<file path="src/ssd_map.vh">
// constants for the setup state packet decoder
`ifndef SSD_MAP_VH
`define SSD_MAP_VH
// wishbone register byte offsets
`define SSD_REG_CTRL 8'h00
`define SSD_REG_STATUS 8'h04
`define SSD_REG_SETUP3 8'h08
`define SSD_REG_DEPTH_CONST 8'h0C
`define SSD_REG_DEPTH_SCALE 8'h10
`define SSD_REG_DEPTH_CLAMP 8'h14
`define SSD_REG_BACKEND1 8'h18
`define SSD_REG_SETUP2 8'h1C
`define SSD_REG_PKT_COUNT 8'h20
// control register bits
`define SSD_CTRL_ENABLE 0
`define SSD_CTRL_CLR_ERR 1
`define SSD_CTRL_RESET 32'h0000_0001
// header fields
`define SSD_TYPE_GFX 3'h3
`define SSD_SUBTYPE_3D 2'h3
`define SSD_OPC_PIPELINED 3'h0
`define SSD_SUB_SETUP 8'h13
`define SSD_SUB_BACKEND 8'h1F
`define SSD_BACKEND_LEN_DFLT 8'h0C
`define SSD_SETUP_LEN_DFLT 8'h05
// setup dword 2 fields
`define SSD_MSRAST_HI 9
`define SSD_MSRAST_LO 8
// setup dword 3 fields
`define SSD_LAST_PIXEL 31
`define SSD_TRI_PV_HI 30
`define SSD_TRI_PV_LO 29
`define SSD_LINE_PV_HI 28
`define SSD_LINE_PV_LO 27
`define SSD_FAN_PV_HI 26
`define SSD_FAN_PV_LO 25
`define SSD_AA_DIST 14
`define SSD_SUBPIX_SEL 12
`define SSD_PTW_STATE 11
`define SSD_PTW_HI 10
`define SSD_PTW_LO 0
// backend dword 1 fields
`define SSD_SWZ_HALF 28
`define SSD_NATTR_HI 27
`define SSD_NATTR_LO 22
`define SSD_SWZ_EN 21
`define SSD_SPRITE_ORG 20
// subpixel bit counts
`define SSD_SUBPIX_HI 4'h8
`define SSD_SUBPIX_LO 4'h4
`endif

</file>
<file path="src/ssd_decoder.v">
// setup state packet decoder with wishbone register view
//
// The address map and the Wishbone register port were decided locally.
`timescale 1ns/100ps
`default_nettype none
`include "ssd_map.vh"
module ssd_decoder #(
  parameter NUM_ATTR = 32
) (
  // clock and reset
  input wire REF_CLK_IN,
  input wire RST_N_IN,
  // packet dword stream from command streamer
  input wire PKT_VALID_IN,
  input wire [31:0] PKT_DATA_IN,
  output wire PKT_READY_OUT,
  // wishbone slave
  input wire WB_CYC_IN,
  input wire WB_STB_IN,
  input wire WB_WE_IN,
  input wire [7:0] WB_ADR_IN,
  input wire [3:0] WB_SEL_IN,
  input wire [31:0] WB_DAT_IN,
  output reg [31:0] WB_DAT_OUT,
  output reg WB_ACK_OUT,
  // rasterizer state
  output reg [1:0] MS_RAST_MODE_OUT,
  output reg LAST_PIXEL_OUT,
  output reg [2:0] TRI_PV_OUT,
  output reg [1:0] LINE_PV_OUT,
  output reg [2:0] FAN_PV_OUT,
  output reg AA_DIST_NORMAL_OUT,
  output reg [3:0] SUBPIX_BITS_OUT,
  output reg [10:0] STATE_PT_WIDTH_OUT,
  output reg [31:0] DEPTH_CONST_OUT,
  output reg [31:0] DEPTH_SCALE_OUT,
  output reg [31:0] DEPTH_CLAMP_OUT,
  // per primitive point width selection
  input wire VTX_PTW_VALID_IN,
  input wire [10:0] VTX_PTW_IN,
  output reg [10:0] POINT_WIDTH_OUT,
  // line pixel lighting
  input wire LINE_IS_THIN_IN,
  input wire LINE_IS_LAST_SEG_IN,
  output reg LIGHT_LAST_PIXEL_OUT,
  // backend state
  output reg [5:0] NUM_ATTR_OUT,
  output reg SWZ_EN_OUT,
  output reg SWZ_HALF_OUT,
  output reg SPRITE_ORIGIN_OUT,
  output reg [NUM_ATTR-1:0] SWZ_MASK_OUT,
  output reg PKT_ERR_OUT
);
  localparam ST_HDR = 4'b0001;
  localparam ST_SETUP = 4'b0010;
  localparam ST_BACKEND = 4'b0100;
  localparam ST_SKIP = 4'b1000;

  // header match helper, used for both packets
  function hdr_match;
    input [31:0] d;
    input [7:0] sub;
    begin
      hdr_match = (d[31:29] == `SSD_TYPE_GFX) && (d[28:27] == `SSD_SUBTYPE_3D) &&
                  (d[26:24] == `SSD_OPC_PIPELINED) && (d[23:16] == sub);
    end
  endfunction

  // reserved provoking vertex codes keep the previous selection
  function pv_ok;
    input [1:0] code;
    input [1:0] max;
    begin
      pv_ok = (code <= max);
    end
  endfunction

  reg [3:0] state_q;
  reg [7:0] remain_q;
  reg [7:0] index_q;
  reg [31:0] ctrl_q;
  reg [15:0] pkt_count_q;
  reg [31:0] setup2_q;
  reg [31:0] setup3_q;
  reg [31:0] backend1_q;
  reg ptw_state_q;
  wire [NUM_ATTR-1:0] mask_w;
  wire enable_w = ctrl_q[`SSD_CTRL_ENABLE];
  wire take_w = PKT_VALID_IN & enable_w;
  wire last_w = (remain_q == 8'h00);
  wire wb_req_w = WB_CYC_IN & WB_STB_IN & ~WB_ACK_OUT;
  wire clr_err_w = wb_req_w & WB_WE_IN & (WB_ADR_IN == `SSD_REG_CTRL) & WB_SEL_IN[0] &
                   WB_DAT_IN[`SSD_CTRL_CLR_ERR];
  // disabled decoder stalls the streamer rather than dropping dwords
  assign PKT_READY_OUT = enable_w;

  ssd_attr_mask #(
    .NUM_ATTR(NUM_ATTR),
    .HALF(16)
  ) u_mask (
    .swz_en_in(SWZ_EN_OUT),
    .swz_half_in(SWZ_HALF_OUT),
    .num_attr_in(NUM_ATTR_OUT),
    .mask_out(mask_w)
  );

  // packet walker
  always @(posedge REF_CLK_IN or negedge RST_N_IN) begin
    if (!RST_N_IN) begin
      state_q <= ST_HDR;
      remain_q <= 8'h00;
      index_q <= 8'h00;
      pkt_count_q <= 16'h0000;
      PKT_ERR_OUT <= 1'b0;
      setup2_q <= 32'h0000_0000;
      setup3_q <= 32'h0000_0000;
      backend1_q <= 32'h0000_0000;
      DEPTH_CONST_OUT <= 32'h0000_0000;
      DEPTH_SCALE_OUT <= 32'h0000_0000;
      DEPTH_CLAMP_OUT <= 32'h0000_0000;
      MS_RAST_MODE_OUT <= 2'h0;
      LAST_PIXEL_OUT <= 1'b0;
      TRI_PV_OUT <= 3'h1;
      LINE_PV_OUT <= 2'h1;
      FAN_PV_OUT <= 3'h1;
      AA_DIST_NORMAL_OUT <= 1'b0;
      SUBPIX_BITS_OUT <= `SSD_SUBPIX_HI;
      ptw_state_q <= 1'b0;
      STATE_PT_WIDTH_OUT <= 11'h000;
      NUM_ATTR_OUT <= 6'h00;
      SWZ_EN_OUT <= 1'b0;
      SWZ_HALF_OUT <= 1'b0;
      SPRITE_ORIGIN_OUT <= 1'b0;
    end else begin
      // set wins over software clear
      if (clr_err_w) begin
        PKT_ERR_OUT <= 1'b0;
      end
      if (take_w) begin
        case (state_q)
          ST_HDR: begin
            index_q <= 8'h01;
            // length excludes the header and one more dword, so it counts the rest minus one
            remain_q <= PKT_DATA_IN[7:0];
            pkt_count_q <= pkt_count_q + 16'h0001;
            if (hdr_match(PKT_DATA_IN, `SSD_SUB_BACKEND)) begin
              state_q <= ST_BACKEND;
            end else if (hdr_match(PKT_DATA_IN, `SSD_SUB_SETUP)) begin
              state_q <= ST_SETUP;
            end else begin
              state_q <= ST_SKIP;
              PKT_ERR_OUT <= 1'b1;
            end
          end
          ST_SETUP: begin
            index_q <= index_q + 8'h01;
            remain_q <= remain_q - 8'h01;
            if (last_w) begin
              state_q <= ST_HDR;
            end
            // reserved bits are simply not decoded
            case (index_q)
              8'h02: begin
                setup2_q <= PKT_DATA_IN;
                MS_RAST_MODE_OUT <= PKT_DATA_IN[`SSD_MSRAST_HI:`SSD_MSRAST_LO];
              end
              8'h03: begin
                setup3_q <= PKT_DATA_IN;
                LAST_PIXEL_OUT <= PKT_DATA_IN[`SSD_LAST_PIXEL];
                if (pv_ok(PKT_DATA_IN[`SSD_TRI_PV_HI:`SSD_TRI_PV_LO], 2'h2)) begin
                  TRI_PV_OUT <= 3'h1 << PKT_DATA_IN[`SSD_TRI_PV_HI:`SSD_TRI_PV_LO];
                end
                if (pv_ok(PKT_DATA_IN[`SSD_LINE_PV_HI:`SSD_LINE_PV_LO], 2'h1)) begin
                  LINE_PV_OUT <= 2'h1 << PKT_DATA_IN[`SSD_LINE_PV_HI:`SSD_LINE_PV_LO];
                end
                if (pv_ok(PKT_DATA_IN[`SSD_FAN_PV_HI:`SSD_FAN_PV_LO], 2'h2)) begin
                  FAN_PV_OUT <= 3'h1 << PKT_DATA_IN[`SSD_FAN_PV_HI:`SSD_FAN_PV_LO];
                end
                AA_DIST_NORMAL_OUT <= PKT_DATA_IN[`SSD_AA_DIST];
                SUBPIX_BITS_OUT <= PKT_DATA_IN[`SSD_SUBPIX_SEL] ? `SSD_SUBPIX_LO :
                                   `SSD_SUBPIX_HI;
                ptw_state_q <= PKT_DATA_IN[`SSD_PTW_STATE];
                STATE_PT_WIDTH_OUT <= PKT_DATA_IN[`SSD_PTW_HI:`SSD_PTW_LO];
              end
              // offset arithmetic is left downstream; the three terms pass through untouched
              8'h04: DEPTH_CONST_OUT <= PKT_DATA_IN;
              8'h05: DEPTH_SCALE_OUT <= PKT_DATA_IN;
              8'h06: DEPTH_CLAMP_OUT <= PKT_DATA_IN;
              default: begin
              end
            endcase
          end
          ST_BACKEND: begin
            index_q <= index_q + 8'h01;
            remain_q <= remain_q - 8'h01;
            if (last_w) begin
              state_q <= ST_HDR;
            end
            if (index_q == 8'h01) begin
              backend1_q <= PKT_DATA_IN;
              SWZ_HALF_OUT <= PKT_DATA_IN[`SSD_SWZ_HALF];
              NUM_ATTR_OUT <= PKT_DATA_IN[`SSD_NATTR_HI:`SSD_NATTR_LO];
              SWZ_EN_OUT <= PKT_DATA_IN[`SSD_SWZ_EN];
              SPRITE_ORIGIN_OUT <= PKT_DATA_IN[`SSD_SPRITE_ORG];
            end
          end
          ST_SKIP: begin
            remain_q <= remain_q - 8'h01;
            if (last_w) begin
              state_q <= ST_HDR;
            end
          end
          default: state_q <= ST_HDR;
        endcase
      end
    end
  end

  // per primitive outputs; state width register is never written here
  always @(posedge REF_CLK_IN or negedge RST_N_IN) begin
    if (!RST_N_IN) begin
      POINT_WIDTH_OUT <= 11'h000;
      LIGHT_LAST_PIXEL_OUT <= 1'b0;
      SWZ_MASK_OUT <= {NUM_ATTR{1'b0}};
    end else begin
      if (VTX_PTW_VALID_IN && !ptw_state_q) begin
        POINT_WIDTH_OUT <= VTX_PTW_IN;
      end else begin
        POINT_WIDTH_OUT <= STATE_PT_WIDTH_OUT;
      end
      LIGHT_LAST_PIXEL_OUT <= LAST_PIXEL_OUT & LINE_IS_THIN_IN & LINE_IS_LAST_SEG_IN;
      // sprite and constant interpolation state is not in this mask
      SWZ_MASK_OUT <= mask_w;
    end
  end

  // wishbone slave: one wait state, ack for one cycle
  always @(posedge REF_CLK_IN or negedge RST_N_IN) begin
    if (!RST_N_IN) begin
      WB_ACK_OUT <= 1'b0;
      WB_DAT_OUT <= 32'h0000_0000;
      ctrl_q <= `SSD_CTRL_RESET;
    end else begin
      WB_ACK_OUT <= wb_req_w;
      if (wb_req_w && WB_WE_IN && WB_ADR_IN == `SSD_REG_CTRL && WB_SEL_IN[0]) begin
        ctrl_q <= {31'h0000_0000, WB_DAT_IN[`SSD_CTRL_ENABLE]};
      end
      if (wb_req_w && !WB_WE_IN) begin
        case (WB_ADR_IN)
          `SSD_REG_CTRL: WB_DAT_OUT <= ctrl_q;
          `SSD_REG_STATUS: WB_DAT_OUT <= {23'h000000, PKT_ERR_OUT, 4'h0, state_q};
          `SSD_REG_SETUP2: WB_DAT_OUT <= setup2_q;
          `SSD_REG_SETUP3: WB_DAT_OUT <= setup3_q;
          `SSD_REG_DEPTH_CONST: WB_DAT_OUT <= DEPTH_CONST_OUT;
          `SSD_REG_DEPTH_SCALE: WB_DAT_OUT <= DEPTH_SCALE_OUT;
          `SSD_REG_DEPTH_CLAMP: WB_DAT_OUT <= DEPTH_CLAMP_OUT;
          `SSD_REG_BACKEND1: WB_DAT_OUT <= backend1_q;
          `SSD_REG_PKT_COUNT: WB_DAT_OUT <= {16'h0000, pkt_count_q};
          default: WB_DAT_OUT <= 32'h0000_0000;
        endcase
      end
    end
  end
endmodule // ssd_decoder
`default_nettype wire

</file>
<file path="src/ssd_attr_mask.v">
// per-attribute swizzle mask for the setup backend
`timescale 1ns/100ps
`default_nettype none
module ssd_attr_mask #(
  parameter NUM_ATTR = 32,
  parameter HALF = 16
) (
  // backend state
  input wire swz_en_in,
  input wire swz_half_in,
  input wire [5:0] num_attr_in,
  // mask out
  output wire [NUM_ATTR-1:0] mask_out
);
  genvar i;
  generate
    for (i = 0; i < NUM_ATTR; i = i + 1) begin : g_attr
      // only forwarded attributes of the selected half are swizzled
      wire in_half = swz_half_in ? (i >= HALF) : (i < HALF);
      wire fwd = (i < num_attr_in);
      assign mask_out[i] = swz_en_in & in_half & fwd;
    end
  endgenerate
endmodule // ssd_attr_mask
`default_nettype wire

</file>
<file path="config.mk">
export PLATFORM = sky130hd
export DESIGN_NAME = ssd_decoder
export DESIGN_NICKNAME = d
export VERILOG_FILES = /design/src/ssd_decoder.v /design/src/ssd_attr_mask.v
export VERILOG_INCLUDE_DIRS = /design/src
export SDC_FILE = /design/constraint.sdc
export NUM_CORES = 1
export LEC_CHECK = 0
export ABC_AREA = 1
export BUFFER_PORTS_ARGS = -buffer_cell sky130_fd_sc_hd__buf_2
export CAP_MARGIN = 20
export CORE_UTILIZATION = 35
export CTS_BUF_LIST = sky130_fd_sc_hd__clkbuf_4
export DETAILED_ROUTE_END_ITERATION = 8
export GPL_ROUTABILITY_DRIVEN = 0
export GPL_TIMING_DRIVEN = 0
export PLACE_DENSITY = 0.54
export SYNTH_ARGS = -nofsm -noshare
export SYNTH_HDL_FRONTEND = slang
export SYNTH_SLANG_ARGS = --single-unit
</file>
<file path="constraint.sdc">
create_clock -name REF_CLK_IN -period 4.1 [get_ports REF_CLK_IN]
set_input_delay 0.41 -clock REF_CLK_IN [delete_from_list [all_inputs] [get_ports REF_CLK_IN]]
set_output_delay 0.41 -clock REF_CLK_IN [all_outputs]
set_load 0.02 [all_outputs]
</file>
**Yosys cells after proc, flatten, opt, wreduce, memory -nomap -nowiden**

Cells that the tools add are included.

- Output and inout port bits: 211
- Word-level logic and storage cells: 185
- Bits in latches: 0
- Memories kept: 0
- Memory bits (read-only): 0
- RAM bits: 0
- Register bits: 344
- Input port bits: 96

- Multiplexer cells: 16
- Equal/unequal tests: 23
- $add $sub $neg: 3
- Shift-type cells: 3
- Divide/modulo/power cells: 0
- Multipliers: 0
- $lt $le $gt $ge: 35
- Bitwise logic cells: 44
- Reduce and logical (&&, ||, !) cells: 31

Operators by type and width:

| kind | number |
|---|---|
| 32-bit case mux with 9 select lines | 1 |
| 5-bit by 6-bit < comparator with 1-bit output, first input constant | 16 |
| 8-bit by 5-bit equality test with 1-bit output, second input constant | 6 |
| 4-bit by 6-bit < comparator with 1-bit output, first input constant | 8 |
| 1-bit bitwise AND | 43 |
| 8-bit by 3-bit equality test with 1-bit output, second input constant | 4 |
| 8-bit case mux with 2 select lines | 2 |
| 3-bit by 6-bit < comparator with 1-bit output, first input constant | 4 |
| 3-bit AND reduction | 6 |
| 16-bit by 1-bit adder with 16-bit output, second input constant | 1 |
| 8-bit by 2-bit equality test with 1-bit output, second input constant | 2 |
| 8-bit by 4-bit equality test with 1-bit output, second input constant | 2 |
| 8-bit logical NOT | 2 |
| 4-bit 2-to-1 mux | 4 |
| 1-bit by 6-bit < comparator with 1-bit output, first input constant | 2 |
| 2-bit by 6-bit < comparator with 1-bit output, first input constant | 2 |
| 4-bit AND reduction | 3 |
| 11-bit 2-to-1 mux | 1 |
| 1-bit logical AND | 9 |
| 8-bit by 1-bit adder with 8-bit output, second input constant | 1 |
| 8-bit by 1-bit equality test with 1-bit output, second input constant | 1 |
| 8-bit by 6-bit equality test with 1-bit output, second input constant | 1 |
| 4-bit case mux with 2 select lines | 1 |
| 2-bit AND reduction | 4 |
| 19 further kinds | 29 |

**Depth between registers and ports, before layout**

Gate-level depths: netlist (run 1).

- Word-level depth: 11
- Gate-level depth with buffers: 12
- Gate-level depth less buffers: 11

**By module**

From an unflattened synthesis (run 1), not the netlist that was laid out.

- Cells, all modules: 1716
- Area total of the unflattened synthesis: 14599.0 sq um

Modules (own cells, without submodules):

| module | area each (sq um) | cells an instance | instances | seq. area each (sq um) |
|---|---|---|---|---|
| ssd_decoder | 14219.9 | 1626 | 1 | 7915.1 |
| ssd_attr_mask | 379.1 | 90 | 1 | 0.0 |

**Worst setup path before layout (run 1)**

Ideal clock, no wire load.

- Path kind: register -> register
- Start: register ctrl_q[0]
- End: register pkt_count_q[6]
- Path buffers: 1
- Period minus slack after synthesis: 1.605 ns
- Data arrival time: 1.482 ns
- Path slack: 2.495 ns
- Stages on the path, launching flop included: 8
- Data required time: 3.977 ns
- Setup time: 0.123 ns
- Cell sequence: dfstp_2 nand2_2 clkinv_4 nand4_1 buf_2 nor2_1 nand3_1 xnor2_1

- Word-level cells in the longest chain between the ends: 2

Ends and longest elaborated chain:

| what | RTL line | text |
|---|---|---|
| start, declared | ssd_decoder.v:81 | `reg [31:0] ctrl_q;` |
| start signal, assigned | ssd_decoder.v:242 | `` ctrl_q <= `SSD_CTRL_RESET; `` |
| start signal, assigned | ssd_decoder.v:246 | `` ctrl_q <= {31'h0000_0000, WB_DAT_IN[`SSD_CTRL_ENABLE]}; `` |
| 1-bit bitwise AND | ssd_decoder.v:89 | `wire take_w = PKT_VALID_IN & enable_w;` |
| 2-bit AND reduction (no line) | - |  |
| end signal, assigned | ssd_decoder.v:145 | `pkt_count_q <= pkt_count_q + 16'h0001;` |
| end, declared | ssd_decoder.v:82 | `reg [15:0] pkt_count_q;` |

No other way between the ends.
A chain may end at the register's enable or synchronous reset.

**Worst setup path after layout (run 1)**

- Start: input port WB_STB_IN
- End: register WB_DAT_OUT[3]

- Word-level cells in the longest chain between the ends: 3

Ends and longest elaborated chain:

| what | RTL line | text |
|---|---|---|
| start, declared | ssd_decoder.v:19 | `input wire WB_STB_IN,` |
| 1-bit bitwise AND (2 in a row) | ssd_decoder.v:91 | `wire wb_req_w = WB_CYC_IN & WB_STB_IN & ~WB_ACK_OUT;` |
| via wb_req_w | ssd_decoder.v:91 |  |
| 1-bit logical AND | ssd_decoder.v:248 | `if (wb_req_w && !WB_WE_IN) begin` |
| end signal, assigned | ssd_decoder.v:250 | `` `SSD_REG_CTRL: WB_DAT_OUT <= ctrl_q; `` |
| end signal, assigned | ssd_decoder.v:251 | `` `SSD_REG_STATUS: WB_DAT_OUT <= {23'h000000, PKT_ERR_OUT, 4'h0, state_q}; `` |
| end signal, assigned | ssd_decoder.v:252 | `` `SSD_REG_SETUP2: WB_DAT_OUT <= setup2_q; `` |
| end, declared | ssd_decoder.v:24 | `output reg [31:0] WB_DAT_OUT,` |

The timed path passes the listed nets, and every way through them passes these cells.

==> results.md, run 1 <==
- The core area is 40,100 um2.
- The start of the worst register-to-register path is WB_ACK_OUT$_DFF_PN0_.
- STA classifies the critical path startpoint as an input pin.
- After detailed routing, the total wire length is 55,090 um.
- The endpoint type of the worst setup path is a flop.
- Cells with a size suffix above 1 make up 24.67% of the layout.
- The share of synthesized area in the top cell type comes to 54.09%.
- The startpoint of the most critical setup path is WB_STB_IN.
- Power spread over the standard cell area amounts to 366.0 nW/um2.
- The top cell type by total area after synthesis is dfrtp_1.
- Dividing the detail-routed wire length by the instance count gives 20.35 um.
- The number of antenna violations at the first check in global routing is 1.
- The first-pass GRT wire length is 82,880 um.
- The worst-case clock buffer depth is 3.
- The worst setup skew after layout is 0.07581 ns.
- The floorplan die area is 41,790 um2.
- The library cell contributing the largest single delay on the critical path is nor2_1.
- The DRC violation total after the first TritonRoute iteration is 1,055.
- The primary flip-flop cell chosen by synthesis mapping is dfrtp_1.
- In the final design database the tool counted 2,213 nets.
- The run finished with clean final reports.
- Global routing consumed, over all layers together, 26.66% of the routing resources.
- By area the synthesized netlist is led by dfrtp_1, nand2_1, o21ai_1.
- The number of top-level pins is 307.
- The number of clock sinks seen by CTS is 316.
- Once detail routing completed, the nets flagged for antenna violations numbered 0.
- Across the VDD grid, the largest voltage drop is 0.1989 mV.
- The floorplan die height is 204.4 um.
- Yosys mapped a number of flops with a built-in enable equal to 0.
- In this run the most critical hold path is launched from PKT_DATA_IN[18].
- The largest single stage delay on the critical path is 0.65 ns.
- The starting density of the core is 35.77%.
- The path class of the tightest hold or removal check is in2reg.
- The total negative slack for setup checks is 0 ns.
- In this run the horizontal extent of the chip is 204.4 um.
- TritonCTS created 89 clock buffers.
- The port buffer count is 271.
- For the pin with the worst max-slew slack, the measured transition is 0.9399 ns.
- TritonCTS built the clock tree.
- In this run the static leakage power is 9.878 nW.
- The worst register-to-register path has a depth of 7.
- The number of failing hold endpoints at the final stage is 0.
- Setup repair after global routing left no endpoint under its margin.
- The signal on the critical path passes through dlygate4sd3_1, buf_2, nand2_1, dlygate4sd3_1, nor2_1, inv_1, nor2_1, inv_1, clkbuf_1, nand2_1, nand2_1.
- The minimum hold slack is 0.06075 ns.
- The clock reaches the later pin of the worst-skew pair after 0.82 ns.
- The total count of max-transition violations in the final report is 0.
- Setup violations remaining at the end of the flow were counted as 0.
- The library cell appearing most often on the critical path is nand2_1.
- Data arrives at the worst endpoint at 3.54 ns.
- The area added between synthesis and finish is 26.68%.
- Counting distinct cell types in the post-synthesis netlist gives 40.
- The share of the Yosys chip area taken by registers is 55.19%.
- The clock input transition at the sequential cells of the worst setup and hold paths is 0.06 ns.
- Buffers added to address setup during post-CTS repair amount to 0.
- During synthesis, Yosys emitted a total of 0 warnings.
- In the synthesized netlist, the number of instances is 1,694.
- The routed layout has 13,690 vias.
- In this run, synthesis produced a sequential element count of 316.
- The worst pin sits at a relative slew slack of 37.34%.
- The maximum number of pins on one net before global-route repair is 101.
- The critical path capture point is WB_DAT_OUT[3]$_DFFE_PN0P_.
- Dividing the final minimum period by the clock period gives 70.28%.
- The fraction of synthesis flops using an asynchronous set or reset pin is 100.0%.
- The pre-antenna-repair detailed-routing pass consisted of 6 iterations.
- The smallest clock period supported by the final layout is computed as 2.881 ns.
- The post-detailed-placement half-perimeter wirelength is 38,800 um.
- The most frequent cell after synthesis is nand2_1.
- The root buffer cell is clkbuf_4.
- Static timing analysis puts the maximum clock frequency at 347.0 MHz.
- The average cell area after synthesis is 8.467 um2.
- Summed over all layers, the global routing overflow is 0.
- The DRC violation count after routing is 0.
- In this run the number of H-tree levels came out at 3.
- The maximum net fanout on the critical path is 10.
- By count the netlist is led by nand2_1, dfrtp_1, o21ai_1.
- Data on the critical path is required at its endpoint by 4.75 ns.
- Across the run, the number of max-cap violations was 0.
- The setup check on the worst reg-to-reg path leaves a slack of 1.69 ns.
- The path type of the worst setup path is in2reg.
- In this run the critical register-to-register path is captured at WB_DAT_OUT[3]$_DFFE_PN0P_.
- The post-synthesis cell area is 14,340 um2.
- The floorplan has 73 rows.
- The average via count per standard cell is 5.057.
- The number of global-route vias before repair was 13,600.
-- worst min path at each step --
stage | to | slack [ns] | depth (start not counted)
after floorplan | DEPTH_CLAMP_OUT[0]$_DFFE_PN0P_ | 0.11 | 0
after global placement | WB_ACK_OUT$_DFF_PN0_ | 0.43 | 1
after detailed placement | PKT_ERR_OUT$_DFF_PN0_ | 0.39 | 1
after CTS | backend1_q[18]$_DFFE_PN0P_ | 0.0006 | 3
after global routing | DEPTH_CONST_OUT[18]$_DFFE_PN0P_ | 0.04 | 3
final | backend1_q[18]$_DFFE_PN0P_ | 0.06 | 3
-- through the flow --
step           power, mW  utilization, %  cell area [um2]  std cells  setup slack (ns)
2_1_floorplan      3.351               -            14350       1695             2.495
3_3_place_gp       3.532           40.80            16360       2491            -3.764
3_5_place_dp       3.546           41.03            16450       2494             1.477
4_1_cts            6.719           45.31            18170       2706             1.236
5_1_grt            6.935           45.31            18170       2707             1.033
6_report           6.649           45.31            18170       2707             1.219
-- logic make-up (layout without fill, tap and decap cells) --
| logic type | after synthesis | count (layout) | synth area share, % |
|---|---|---|---|
| AOI/OAI and AO/OA | 299 | 299 | 10.63 |
| xor gates and xnor gates | 15 | 15 | 0.9160 |
| adders and majority gates | 7 | 7 | 0.6106 |
| buffers and inverters | 233 | 719 | 7.328 |
| DFF | 316 | 316 | 55.19 |
| muxes | 8 | 8 | 0.6281 |
| other | 1 | 3 | 0.02615 |
| and+or+nand+nor | 815 | 815 | 24.68 |
-- metal layers --
layer  wire length [um]  global-route usage, %  vias up
li1                   -                      -     6403
met1              23990                  35.47     6647
met2              24820                  41.16      525
met3               4181                  6.346      114
met4               2101                  11.83        0
met5                  0                      0        -
-- final cells by class --
type                            instances  area, um2
Clock inverter                         25      185.2
Sequential cell                       316       7915
Fill cell                            4077      21930
Buffer                                105      565.5
Timing Repair Buffer                  324       1949
Tap cell                              525      656.9
Antenna cell                            1      2.502
Multi-Input combinational cell       1146       5380
Inverter                              128      485.5
Clock buffer                          137       1028
-- sequential cells by signal (all words and copies together), names as in the netlist, 3 cells and up --
register            count
DEPTH_SCALE_OUT        32
index_q                 8
WB_DAT_OUT             32
POINT_WIDTH_OUT        11
state_q                 4
NUM_ATTR_OUT            5
STATE_PT_WIDTH_OUT     10
setup2_q               31
FAN_PV_OUT              3
SWZ_MASK_OUT           32
setup3_q               21
DEPTH_CLAMP_OUT        32
remain_q                8
backend1_q             27
pkt_count_q            16
DEPTH_CONST_OUT        32
TRI_PV_OUT              3
-- power breakdown --
part / switching [mW] / internal (mW) / leakage [nW]
registers: 0.0204 / 3.14 / 4.28
clock network: 1.42 / 1.71 / 0.710
logic: 0.253 / 0.106 / 4.89
total: 1.69 / 4.96 / 9.88
-- layout by cell type (no fill, tap or decap), drive strengths merged --
| master | n |
|---|---|
| nand2 | 475 |
| buf | 352 |
| dfrtp | 310 |
| o21ai | 258 |
| nand3 | 189 |
| clkbuf | 164 |
| inv | 127 |
| nor2 | 116 |
| dlygate4sd3 | 50 |
| a21oi | 28 |
| clkinv | 21 |
| nand4 | 19 |
| xor2 | 14 |
| mux2 | 8 |
| ha | 7 |
| dfstp | 6 |
| o31ai | 6 |
| nor3 | 6 |
| nand3b | 6 |
| a31oi | 5 |
| bufinv | 3 |
| nor4 | 2 |
| conb | 2 |
| clkinvlp | 2 |
| diode | 1 |
| and3 | 1 |
| o211ai | 1 |
| xnor2 | 1 |
| o2111ai | 1 |
| or2 | 1 |
-- critical path: cells and delay by family --
kind                   cells  cell delay, ns
and+or+nand+nor            5            1.10
buffers and inverters      6            2.03
-- timing repair --
| item | CTS | global route |
|---|---|---|
| hold endpoints to repair | 249 | 0 |
| hold buffers | 50 | 0 |
| endpoints found under the setup margin | 0 | 0 |
| resized for setup | 0 | 0 |
Note: power is estimated with default switching activity, not from simulation.
==> run 2: changes to the inputs <==
--- a/config.mk
+++ b/config.mk
@@ -6,7 +6,7 @@
 export SDC_FILE = /design/constraint.sdc
 export NUM_CORES = 1
 export LEC_CHECK = 0
-export ABC_AREA = 1
+export ABC_AREA = 0
 export BUFFER_PORTS_ARGS = -buffer_cell sky130_fd_sc_hd__buf_2
 export CAP_MARGIN = 20
 export CORE_UTILIZATION = 35
@@ -14,7 +14,7 @@
 export DETAILED_ROUTE_END_ITERATION = 8
 export GPL_ROUTABILITY_DRIVEN = 0
 export GPL_TIMING_DRIVEN = 0
-export PLACE_DENSITY = 0.54
+export PLACE_DENSITY = 0.56
 export SYNTH_ARGS = -nofsm -noshare
 export SYNTH_HDL_FRONTEND = slang
 export SYNTH_SLANG_ARGS = --single-unit
==> constraint.sdc (replaced) <==
create_clock -name REF_CLK_IN -period 2.5 [get_ports REF_CLK_IN]
set_input_delay 0.25 -clock REF_CLK_IN [delete_from_list [all_inputs] [get_ports REF_CLK_IN]]
set_output_delay 0.25 -clock REF_CLK_IN [all_outputs]
set_load 0.02 [all_outputs]
==> run 2 against run 1 <==
Net effect: critical path depth decreased by 4; first-iteration DRC count decreased by 29%; synthesized area is 0.97% higher; sequential power grew 64%; design area rose by 0.38%; global-route usage shrank 3.2 points; routed wire length fell by 9.9%; total power rose by 62%; count of clock-buffer cells in the layout decreased by 2; sequential share of layout area fell by 0.16 points; register-to-register slack lost 1.4 ns; clock power increased by 61%; critical path type unchanged.
==> results.md, run 2 <==
- The number of global-route vias before repair is 11,400.
- The floorplan die area is 42,190 um2.
- The number of CTS-inserted buffers is 91.
- The worst reg2reg path depth is 6.
- The share of post-route cells with drive strength above 1 is 45.05%.
- The post-detailed-placement half-perimeter wirelength is 34,450 um.
- Clock-pin slew was measured on the worst setup and hold paths at 0.06 ns.
- The residual overflow from global routing is 0.
- The number of cells produced by synthesis is 1,149.
- The number of gates given a new drive strength after cts is 0.
- In the routed layout, each cell is associated on average with a via count of 5.259.
- The die width is 205.4 um.
- The switching power total is 2.714 mW.
- After floorplanning, the core was divided into 74 placement rows.
- Across the VDD grid, the largest voltage drop is 0.3714 mV.
- The maximum number of pins on one net before global-route repair is 113.
- The top cell type by total area after synthesis is dfrtp_1.
- After synthesis, flip-flops and latches occupy 54.66% of the total area.
- Max-cap violations in this run came to 0.
- Summed over all cells, the static leakage comes to 9.517 nW.
- The critical path capture point is ctrl_q[0]$_DFFE_PN1N_.
- The DRC violation count after routing is 0.
- The endpoint type of the worst setup path is a flop.
- The data arrival time of the worst path is 2.99 ns.
- TritonCTS built the clock tree.
- The start of the worst register-to-register path is ctrl_q[0]$_DFFE_PN1N_.
- The worst setup path is of the in2reg kind.
- The portion of total power attributed to combinational logic is 5.5%.
- The most common cell after layout, fill and taps aside is dfrtp_1.
- For this block, the routed nets add up to 49,630 um of wire.
- The die is 205.4 um tall.
- The top cell types in the final layout, fill and taps aside, are dfrtp_1, buf_2, mux2_2, clkbuf_4, nand2_1.
- The detailed router placed 11,350 vias in this run.
- The number of enable-type register cells in the synthesized netlist is 0.
- The final setup violation count is 0.
- Data on the critical path is required at its endpoint by 3.21 ns.
- The worst setup path is launched from an input pin.
- Of all nets on the critical path, the largest fanout is 8.
- The flow ran to the end, and the final reports show no timing, DRC or antenna violations.
- Registers are responsible for 47.9% of the overall power.
- The register bit count reported by yosys is 316.
- The total count of max-transition violations in the final report is 0.
- In this run the cell area of the synthesized design comes to 14,480 um2.
- In this run, post-CTS hold repair placed 51 buffers.
- dfrtp_1 is the most common cell in the netlist.
- The slew at the pin closest to its max-slew limit is 0.9423 ns.
- The minimum hold slack is 0.08278 ns.
- The min-delay analysis places its worst path in the category in2reg.
- By area the synthesized netlist is led by dfrtp_1, mux2_2, mux2_4.
- Global routing used 23.42% of the available tracks across all layers.
- The clock network accounts for 46.6% of the total power.
- The number of clock sinks seen by CTS is 316.
- The average cell area after synthesis is 12.60 um2.
- The port buffer count is 264.
- Counting the fill cells in the layout gives 3,893.
- The H-tree generated during clock tree synthesis spans 3 levels.
- The power consumption is 10.80 mW.
- The core area is 40,830 um2.
- The number of warnings issued by yosys is 0.
- The starting density of the core is 35.47%.
- The internal power summed over all cells is 8.085 mW.
- For this design the ratio of total power to cell area is 592.2 nW/um2.
- The number of failing hold endpoints at the final stage is 0.
- The fraction of synthesis flops using an asynchronous set or reset pin is 100.0%.
- The relative max-transition margin is 37.18%.
- Net switching is 25.13% of the power.
- At the end of the flow, the number of nets in the layout was 1,663.
- The most used flip-flop cell after synthesis is dfrtp_1.
- Setup repair after global routing left no endpoint under its margin.
- The routed wirelength normalized by instance count is 23.00 um.
- The worst setup skew after layout is 0.05852 ns.
- The number of antenna violations at the first check in global routing is 1.
- The setup slack of the most critical reg-to-reg path is 0.25 ns.
- The first global-routing pass estimated 72,590 um of wire.
- The worst-case clock buffer depth is 3.
- The share of the clock period used by the worst path after layout is 90.84%.
- The source-to-sink clock delay at the later pin of the worst-skew pair is 0.79 ns.
- The commonest cells after synthesis are dfrtp_1, mux2_2, nand2_1.
- The worst path needs 2.271 ns of the cycle, external delays included.
- Pin placement for this block handled 307 I/O pins.
- Once detail routing completed, the nets flagged for antenna violations numbered 0.
- The area share of the largest cell type after synthesis is 53.57%.
- The end of the worst register-to-register path is DEPTH_SCALE_OUT[27]$_DFFE_PN0P_.
- Timing would allow up to 440.3 MHz.
- The number of different library cells in the post-synthesis netlist is 72.
- In this run, the number of DRC markers left after iteration 0 of detailed routing was 748.
- The tree is rooted in a clkbuf_4.
- Relative to the synthesized area, the layout overhead comes to 25.94%.
- The number of detailed-route iterations in the first pass is 5.
- Buffers added to address setup during post-CTS repair amount to 0.
- The critical path starts at WB_ADR_IN[6].
[run 2: power by group through the flow]
stage / combinational [mW] / sequential, mW / clock [mW]
5_1_grt: 0.643 / 5.17 / 5.46
3_5_place_dp: 0.535 / 5.26 / 0
6_report: 0.594 / 5.17 / 5.04
2_1_floorplan: 0.181 / 5.27 / 0
3_3_place_gp: 0.518 / 5.26 / 0
4_1_cts: 0.597 / 5.17 / 5.19
[run 2: stage by stage]
stage	TNS (ns)	setup slack (ns)	utilization, %	std cells	instance area [um2]
2_1_floorplan	0	0.5346	-	1150	14490
3_3_place_gp	-1604.66	-5.152	40.34	1946	16470
3_5_place_dp	-0.04543	-0.03794	40.50	1948	16540
4_1_cts	0	0.2495	44.66	2157	18240
5_1_grt	0	0.07127	44.67	2158	18240
6_report	0	0.2290	44.67	2158	18240
[run 2: worst min path at each step]
stage / from / endpoint / cells after the start
after floorplan: RST_N_IN / DEPTH_CLAMP_OUT[0]$_DFFE_PN0P_ / 0
after global placement: WB_DAT_OUT[13]$_DFFE_PN0P_ / WB_DAT_OUT[13]$_DFFE_PN0P_ / 1
after detailed placement: RST_N_IN / POINT_WIDTH_OUT[10]$_DFF_PN0_ / 1
after CTS: WB_ADR_IN[7] / WB_DAT_OUT[0]$_DFFE_PN0P_ / 5
after global routing: WB_WE_IN / WB_DAT_OUT[8]$_DFFE_PN0P_ / 5
final: PKT_DATA_IN[19] / state_q[1]$_DFFE_PN0P_ / 3
[run 2: logic make-up after synthesis]
family,Yosys count,share of synthesized area (%)
mux,260,21.44
compound gates,218,10.03
buf+inv,116,4.303
fa+ha+maj,7,0.6048
flops,316,54.66
simple gates,210,7.664
other cells,1,0.02590
xor+xnor,21,1.270
[run 2: critical path, stage by stage]
cell and delay, ns:
dlygate4sd3_1 0.53, buf_2 0.14, nor4_4 0.42, dlygate4sd3_1 0.68, nand2b_1 0.16, nor2_1 0.41, mux2_2 0.39
[run 2: cell type report]
class | instances | area, um2 | area share [%]
buffer | 103 | 574.3 | 3.149
inverter | 13 | 48.80 | 0.2676
sequential | 316 | 7915 | 43.40
clock inverter | 23 | 173.9 | 0.9536
timing repair buffer | 317 | 1897 | 10.40
antenna | 1 | 2.502 | 0.01372
multi-input combinational | 718 | 5947 | 32.61
clock buffer | 135 | 1013 | 5.557
tap | 532 | 665.6 | 3.650
[run 2: routing by layer]
layer,up-vias,global-route usage [%],part of all wire (%)
met5,-,0,0
met4,0,9.392,2.8
met3,84,5.179,6.0
met2,383,36.81,47
met1,5832,31.25,44
li1,5049,-,-
